[src/hdl/rwp_pkg.sv]
// package: register map, field positions, reset values and timing for the wake polling block
//----------------------------------------------------------------------
// Overview of operation
//----------------------------------------------------------------------
package rwp_pkg;
    // register byte offsets
    localparam logic [11:0] RWP_CTRL_OFF = 12'h000;
    localparam logic [11:0] RWP_SLEEP_OFF = 12'h004;
    localparam logic [11:0] RWP_LISTEN_OFF = 12'h008;
    localparam logic [11:0] RWP_CAL_OFF = 12'h00C;
    localparam logic [11:0] RWP_RSSI_OFF = 12'h010;
    localparam logic [11:0] RWP_STAT_OFF = 12'h014;
    localparam logic [11:0] RWP_STAMP_OFF = 12'h018;
    localparam logic [11:0] RWP_DIV_OFF = 12'h01C;
    // control fields
    localparam int RWP_C_EN = 0;
    localparam int RWP_C_DIV = 1;
    localparam int RWP_C_DIFF = 2;
    localparam int RWP_C_PRE = 3;
    localparam int RWP_C_TCXO = 4;
    localparam int RWP_C_CAL = 5;
    localparam int RWP_C_ACK = 6;
    // reset values
    localparam logic [15:0] RWP_SLEEP_RST = 16'h0020;
    localparam logic [15:0] RWP_LISTEN_RST = 16'h0004;
    localparam logic [15:0] RWP_CAL_RST = 16'h0010;
    localparam logic [7:0] RWP_RSSI_RST = 8'h40;
    // timing
    localparam int RWP_CLK_HZ = 125_000_000;
    localparam int RWP_RC_HZ = 32_000;
    localparam int RWP_RC_DIV = RWP_CLK_HZ / RWP_RC_HZ;
    localparam int RWP_CAL_CYCLES = 4;
    localparam int RWP_ACK_CYCLES = 16;

    typedef enum logic [2:0] {
        RWP_SLEEP,
        RWP_LISTEN,
        RWP_RECEIVE,
        RWP_ACK,
        RWP_CALIB
    } rwp_state_t;
endpackage

[src/hdl/rwp_tick_if.sv]
// interface: slow tick from the rc divider to the polling sequencer
`timescale 1ns/1ps
interface rwp_tick_if;
    logic tick;
    modport src (output tick);
    modport dst (input tick);
endinterface

[src/hdl/rwp_rc_div.sv]
// module: divider making the 32 kHz sleep timer enable
`timescale 1ns/1ps
module rwp_rc_div
    import rwp_pkg::*;
#(
    parameter int DIV = RWP_RC_DIV
)
(
    // clock and reset
    input wire logic pclk,
    input wire logic presetn,
    // trim from calibration
    input wire logic [7:0] trim,
    // slow tick
    rwp_tick_if.src tk
);
    initial
    begin
        if (DIV < 8 || DIV > 65000)
            $error("rwp_rc_div: DIV out of range");
    end

    logic [15:0] cnt_reg;
    logic [15:0] cnt_next;
    logic [15:0] top;

    // trim nudges the period; calibration only sets it back to the centre value 8'h80
    always_comb
    begin
        top = 16'(DIV - 1) + {8'h00, trim} - 16'h0080;
        cnt_next = (cnt_reg >= top) ? 16'h0000 : cnt_reg + 16'h0001;
    end

    always_ff @(posedge pclk or negedge presetn)
    begin
        if (!presetn)
            cnt_reg <= 16'h0000;
        else
            cnt_reg <= cnt_next;
    end

    assign tk.tick = (cnt_reg >= top);
endmodule

[src/hdl/rwp_top.sv]
// module: enhanced wake polling sequencer with antenna diversity and apb registers
//
// The register addresses and the APB interface to the registers are this design's own decisions.
`timescale 1ns/1ps
module rwp_top
    import rwp_pkg::*;
#(
    parameter int RC_DIV = RWP_RC_DIV
)
(
    // clock and reset
    input wire logic pclk,
    input wire logic presetn,
    // apb slave
    input wire logic psel,
    input wire logic penable,
    input wire logic pwrite,
    input wire logic [11:0] paddr,
    input wire logic [31:0] pwdata,
    output logic [31:0] prdata,
    output logic pready,
    output logic pslverr,
    // receiver indications
    input wire logic [7:0] rssi,
    input wire logic preamble_det,
    input wire logic pkt_valid,
    input wire logic pkt_start,
    // radio and oscillator controls
    output logic rx_on,
    output logic tx_on,
    output logic tcxo_en,
    output logic cal_busy,
    // host packet indication
    output logic host_pkt_irq,
    // antenna switch
    output logic ant_sel,
    output logic ant_sel_n
);
    rwp_tick_if tk();
    logic [7:0] trim_reg;
    logic [7:0] trim_next;

    rwp_rc_div #(.DIV(RC_DIV)) u_div (
        .pclk(pclk),
        .presetn(presetn),
        .trim(trim_reg),
        .tk(tk)
    );

    // the divider counts in 16 bits around a trim window of the ratio
    initial
    begin
        if (RC_DIV < 8 || RC_DIV > 65000)
            $error("rwp_top: RC_DIV out of range");
    end

    //------------------------------------------------------------------
    // registers
    //------------------------------------------------------------------
    logic [6:0] ctrl_reg, ctrl_next;
    logic [15:0] sleep_reg, sleep_next;
    logic [15:0] listen_reg, listen_next;
    logic [15:0] cal_reg, cal_next;
    logic [7:0] thr_reg, thr_next;
    logic [15:0] stamp_reg, stamp_next;
    logic pkt_reg, pkt_next;
    logic wr, rd, hit;
    logic pkt_clr;
    logic [31:0] prdata_reg;
    logic [31:0] prdata_next;

    function automatic logic known(input logic [11:0] a);
        known = (a[1:0] == 2'b00) && (a <= RWP_DIV_OFF);
    endfunction

    assign wr = psel && penable && pwrite;
    assign rd = psel && !pwrite;
    assign hit = known(paddr);
    assign pready = 1'b1;
    assign pslverr = psel && penable && !hit;
    // only a pkt bit the host has seen is cleared, so a late set is never lost
    assign pkt_clr = psel && penable && !pwrite && (paddr == RWP_STAT_OFF) && prdata_reg[0];

    //------------------------------------------------------------------
    // polling sequencer
    //------------------------------------------------------------------
    rwp_state_t st_reg, st_next;
    logic [15:0] tmr_reg, tmr_next;
    logic [15:0] lst_reg, lst_next;
    logic [15:0] calcnt_reg, calcnt_next;
    logic [4:0] seq_reg, seq_next;
    logic ant_reg, ant_next;
    logic lock_reg, lock_next;
    logic sig_ok;

    assign sig_ok = ctrl_reg[RWP_C_PRE] ? preamble_det : (rssi >= thr_reg);

    always_comb
    begin
        st_next = st_reg;
        tmr_next = tmr_reg;
        lst_next = lst_reg;
        calcnt_next = calcnt_reg;
        seq_next = seq_reg;
        ant_next = ant_reg;
        lock_next = lock_reg;
        stamp_next = stamp_reg;
        trim_next = trim_reg;
        pkt_next = pkt_reg && !pkt_clr;
        if (tk.tick)
            tmr_next = tmr_reg + 16'h0001;
        unique case (st_reg)
            RWP_SLEEP:
            begin
                lock_next = 1'b0;
                if (!ctrl_reg[RWP_C_EN])
                    tmr_next = 16'h0000;
                else if (tk.tick && tmr_reg >= sleep_reg)
                begin
                    if (ctrl_reg[RWP_C_CAL] && calcnt_reg >= cal_reg)
                    begin
                        st_next = RWP_CALIB;
                        seq_next = 5'd0;
                        calcnt_next = 16'h0000;
                    end
                    else
                    begin
                        st_next = RWP_LISTEN;
                        lst_next = 16'h0000;
                        calcnt_next = calcnt_reg + 16'h0001;
                    end
                end
            end
            RWP_CALIB:
            begin
                seq_next = seq_reg + 5'd1;
                if (seq_reg == 5'(RWP_CAL_CYCLES - 1))
                begin
                    trim_next = 8'h80;
                    st_next = RWP_LISTEN;
                    lst_next = 16'h0000;
                end
            end
            RWP_LISTEN:
            begin
                if (tk.tick)
                begin
                    lst_next = lst_reg + 16'h0001;
                    if (ctrl_reg[RWP_C_DIV] && !lock_reg)
                        ant_next = !ant_reg;
                end
                if (ctrl_reg[RWP_C_DIV] && sig_ok)
                    lock_next = 1'b1;
                if (pkt_start)
                begin
                    stamp_next = tmr_reg;
                    st_next = RWP_RECEIVE;
                end
                else if (tk.tick && lst_reg >= listen_reg)
                begin
                    st_next = RWP_SLEEP;
                    tmr_next = 16'h0000;
                end
            end
            RWP_RECEIVE:
            begin
                if (pkt_valid)
                begin
                    pkt_next = 1'b1;
                    st_next = ctrl_reg[RWP_C_ACK] ? RWP_ACK : RWP_SLEEP;
                    seq_next = 5'd0;
                    tmr_next = 16'h0000;
                end
                else if (!sig_ok && tk.tick)
                begin
                    st_next = RWP_SLEEP;
                    tmr_next = 16'h0000;
                end
            end
            RWP_ACK:
            begin
                seq_next = seq_reg + 5'd1;
                if (seq_reg == 5'(RWP_ACK_CYCLES - 1))
                begin
                    st_next = RWP_SLEEP;
                    tmr_next = 16'h0000;
                end
            end
        endcase
    end

    //------------------------------------------------------------------
    // register writes
    //------------------------------------------------------------------
    always_comb
    begin
        ctrl_next = ctrl_reg;
        sleep_next = sleep_reg;
        listen_next = listen_reg;
        cal_next = cal_reg;
        thr_next = thr_reg;
        if (wr)
        begin
            unique case (paddr)
                RWP_CTRL_OFF: ctrl_next = pwdata[6:0];
                RWP_SLEEP_OFF: sleep_next = pwdata[15:0];
                RWP_LISTEN_OFF: listen_next = pwdata[15:0];
                RWP_CAL_OFF: cal_next = pwdata[15:0];
                RWP_RSSI_OFF: thr_next = pwdata[7:0];
                default: ;
            endcase
        end
    end

    always_ff @(posedge pclk or negedge presetn)
    begin
        if (!presetn)
        begin
            ctrl_reg <= 7'h00;
            sleep_reg <= RWP_SLEEP_RST;
            listen_reg <= RWP_LISTEN_RST;
            cal_reg <= RWP_CAL_RST;
            thr_reg <= RWP_RSSI_RST;
        end
        else
        begin
            ctrl_reg <= ctrl_next;
            sleep_reg <= sleep_next;
            listen_reg <= listen_next;
            cal_reg <= cal_next;
            thr_reg <= thr_next;
        end
    end

    //------------------------------------------------------------------
    // sequencer state
    //------------------------------------------------------------------
    always_ff @(posedge pclk or negedge presetn)
    begin
        if (!presetn)
        begin
            stamp_reg <= 16'h0000;
            pkt_reg <= 1'b0;
            st_reg <= RWP_SLEEP;
            tmr_reg <= 16'h0000;
            lst_reg <= 16'h0000;
            calcnt_reg <= 16'h0000;
            seq_reg <= 5'd0;
            ant_reg <= 1'b0;
            lock_reg <= 1'b0;
            trim_reg <= 8'h80;
        end
        else
        begin
            stamp_reg <= stamp_next;
            pkt_reg <= pkt_next;
            st_reg <= st_next;
            tmr_reg <= tmr_next;
            lst_reg <= lst_next;
            calcnt_reg <= calcnt_next;
            seq_reg <= seq_next;
            ant_reg <= ant_next;
            lock_reg <= lock_next;
            trim_reg <= trim_next;
        end
    end

    //------------------------------------------------------------------
    // read mux and outputs
    //------------------------------------------------------------------
    // latched in the setup phase so the word stands through the access phase
    always_comb
    begin
        prdata_next = 32'h0000_0000;
        if (rd && !penable)
        begin
            unique case (paddr)
                RWP_CTRL_OFF: prdata_next = {25'h000_0000, ctrl_reg};
                RWP_SLEEP_OFF: prdata_next = {16'h0000, sleep_reg};
                RWP_LISTEN_OFF: prdata_next = {16'h0000, listen_reg};
                RWP_CAL_OFF: prdata_next = {16'h0000, cal_reg};
                RWP_RSSI_OFF: prdata_next = {24'h00_0000, thr_reg};
                RWP_STAT_OFF:
                    prdata_next = {25'h000_0000, lock_reg, ant_reg, 1'b0, st_reg, pkt_reg};
                RWP_STAMP_OFF: prdata_next = {16'h0000, stamp_reg};
                RWP_DIV_OFF: prdata_next = {31'h0000_0000, ant_reg};
                default: prdata_next = 32'h0000_0000;
            endcase
        end
    end

    always_ff @(posedge pclk or negedge presetn)
    begin
        if (!presetn)
            prdata_reg <= 32'h0000_0000;
        else
            prdata_reg <= prdata_next;
    end

    assign prdata = prdata_reg;

    assign rx_on = (st_reg == RWP_LISTEN) || (st_reg == RWP_RECEIVE);
    assign tx_on = (st_reg == RWP_ACK);
    assign cal_busy = (st_reg == RWP_CALIB);
    assign tcxo_en = !ctrl_reg[RWP_C_TCXO] || rx_on || tx_on || cal_busy;
    assign host_pkt_irq = pkt_reg;
    assign ant_sel = ctrl_reg[RWP_C_DIV] && ant_reg;
    assign ant_sel_n = ctrl_reg[RWP_C_DIFF] ? !ant_sel : 1'b0;
endmodule

[config.mk]
export PLATFORM = sky130hd
export DESIGN_NAME = rwp_top
export DESIGN_NICKNAME = d
export VERILOG_FILES = /design/src/hdl/rwp_pkg.sv /design/src/hdl/rwp_tick_if.sv /design/src/hdl/rwp_rc_div.sv /design/src/hdl/rwp_top.sv
export SDC_FILE = /design/constraint.sdc
export NUM_CORES = 1
export LEC_CHECK = 0
export BUFFER_PORTS_ARGS = -buffer_cell sky130_fd_sc_hd__buf_4
export CORE_ASPECT_RATIO = 1.5
export CORE_UTILIZATION = 54
export DETAILED_ROUTE_END_ITERATION = 12
export GPL_TIMING_DRIVEN = 0
export PLACE_DENSITY = 0.77
export SYNTH_ARGS = -nofsm -noshare
export SYNTH_HDL_FRONTEND = slang
export SYNTH_SLANG_ARGS = --single-unit
[constraint.sdc]
create_clock -name pclk -period 2.4 [get_ports pclk]
set_input_delay 0.24 -clock pclk [delete_from_list [all_inputs] [get_ports pclk]]
set_output_delay 0.24 -clock pclk [all_outputs]
set_load 0.03 [all_outputs]
==> results.md <==
* Worst setup margin at -0.216 ns
* Worst endpoint required time at 2.78 ns
* DP Area at 10200 sq um
* #FFs+latches synth at 170
* Commonest non-fill, non-tap cell in the layout: dfrtp_1
* Final GP Congestion at 0.887
* Core footprint at 16900 sq um
* Vias in the first global route at 7711
* Drt initial violations at 522
* RSZ-0062 raised after global routing: true
* GRT overflow at 0
* Final wirelength at 26400 microns
* Synthesis-to-finish area growth at 27.3%
* Failing checks: setup timing
* Clk_lat worst skew at 0.44 ns
* Die Footprint at 17900 sq um
* Cell Pwr Density at 630 nW/um^2
* Initial antenna violation count at 0
* Drt pass-1 iters at 5
* Asr flop ratio synth at 100%
* Clk buf depth at 2
* Max-Cap Viols at 0
* HPWL Detailed at 18200 microns
* Most frequent cells in the layout: dfrtp_1 (159), buf_4 (117), inv_1 (78)
* DR WL/cell at 20.3 microns
* Design Area, Final at 11900 sq um
* Die W at 110 microns
* Rows at 58
* Largest net degree at the start of global routing at 96
* Initial Utilization at 55.5%
* M1 WL at 10200 microns
* Dpl cells at 1222
* Top sig layer: met4
* Vias at 7941
* Sequential share of the synthesized area at 45.4%
* Setup WS pre-CTS at -0.749 ns
* Main synth FF type: dfrtp_1
* Worst Tran Pin Value at 0.721 ns
* DR vias/cell at 6.10
* Pleak at 0.00547 uW
* Skew final at 0.0106 ns
* Routed length on met2 at 13100 microns
* Clk sinks at 170
* Crit Path Max Fanout at 5
* Layout net count at 1203
* Final std cells w/o fill at 1302
* Crit end category: flop
* Worst vdd ir at 0.544 mV
* Minimum clock period at 2.62 ns
* Io pins at 101
* Distinct cells, synth at 75
* WL met3 at 1300 microns
* Die Ht at 163 microns
* Root Driver: clkbuf_16
* CTS tree: yes
* Final number of hold-violating endpoints at 0
* Number of synthesized flops with an enable pin at 0
* Total negative slack at -7.80 ns
* Wire length of the first global-routing pass at 40200 microns
* DRC viols at 0
* Tcrit/Tclk final at 109%
* Min Hold Slack at 0.0412 ns
* Worst EP arrival at 2.99 ns
* GR Util All Layers at 30.2%
* Hold WC Path Type: in2reg
* Num CTS Buffers at 17
* Clock slew at reported path FFs at 0.07 ns
* Ys Warns at 0
* # diodes at 0
* Synth Cell Area at 9380 sq um
* IO Port Bufs at 66
* Slew Limit Fails at 0
* Synth Area per Inst at 10.1 sq um
* Slew HR at 51.9%
* Ratio of cells with drive above 1 in the final layout at 32.6%
* Final setup viols at 53
* Antenna viol nets, final at 0
* CP Launch Type: flop
* H-tree levels at 4
* Cells after Synth at 926
* Crit Path Category: reg2reg
* Status: finished with violations
* Max Clock Freq at 0.382 GHz
through the flow:
| step | util [%] | total power [uW] |
|---|---|---|
| after CTS | 67.6 | 7360 |
| after floorplan | - | 3860 |
| after global placement | 60.4 | 4250 |
| final | 70.6 | 7520 |
| after detailed placement | 60.6 | 4280 |
| after global routing | 70.6 | 7770 |
worst paths after layout:
kind | cells past startpoint | to | startpoint | slack (ns)
hold reg to reg | 1 | lst_reg[15] | lst_reg[15] | 0.50
max in group asynchronous | 3 | listen_reg[2] | presetn | 1.17
hold / removal | 3 | sleep_reg[12] | pwdata[12] | 0.04
setup reg to reg | 9 | tmr_reg[6] | u_div.cnt_reg[0] | -0.22
min in group asynchronous | 2 | tmr_reg[9] | presetn | 0.36
setup / recovery | 9 | tmr_reg[6] | u_div.cnt_reg[0] | -0.22
kinds of logic (layout without fill, tap and decap cells):
kind of cell	Yosys count	after routing	synth area share, %
XOR/XNOR	38	38	3.55
AND/OR/NAND/NOR	275	275	15.6
buffers and inverters	127	274	6.14
multiplexers	59	59	7.06
flip-flops	170	170	45.4
other	2	21	0.0801
AO/OA/AOI/OAI	191	191	13.6
adder cells (fa/ha/maj)	64	64	8.54
worst max-delay path, cell delays in order, from the launching register on:
cell and delay, ns:
dfrtp_1 0.41, ha_2 0.18, or4b_4 0.51, o311a_4 0.43, nor2_8 0.15, nor3_4 0.08, o32a_4 0.33, and4_4 0.22
buf_16 0.17, nor2_4 0.08
cell usage after synthesis, types with 18 or more instances:
cell type	n	area share, %
nor2_1	57	2.3
mux2_2	57	6.8
a21oi_1	36	1.9
xnor2_1	19	1.8
ha_1	64	8.5
nand2_1	59	2.4
inv_1	80	3.2
xor2_1	19	1.8
a22oi_1	33	2.6
buf_4	18	1.4
dfrtp_1	166	44
a31oi_1	22	1.5
nor3_1	25	1.3
o21ai_0	45	2.4
nand3_1	29	1.5
clkbuf_1	20	0.80
what timing repair did:
item,CTS,global route
gates resized for setup,90,90
cloned,3,0
pin swaps,45,36
endpoints found under the setup margin,101,110
setup buffers,21,25
hold endpoints to repair,75,0
hold buffers,1,0
cell type report:
| class | instances | area, sq um |
|---|---|---|
| Multi-Input combinational cell | 648 | 5220 |
| Fill cell | 1182 | 4970 |
| Sequential cell | 170 | 4270 |
| Timing Repair Buffer | 116 | 973 |
| Clock buffer | 19 | 453 |
| Buffer | 46 | 305 |
| Inverter | 80 | 300 |
| Tap cell | 210 | 263 |
| Clock inverter | 13 | 155 |
power breakdown:
part	switching [uW]	leakage [uW]	internal, uW
clock network	1240	0.000300	1620
logic	935	0.00295	645
registers	111	0.00222	2960
total	2290	0.00547	5230
per-layer routing:
layer  GRT usage [%]  up-vias
li1                -     3574
met1            36.2     3906
met2            49.6      359
met3            5.15      102
met4            19.6        0
met5               0        -
(Power assumes the default switching activity.)
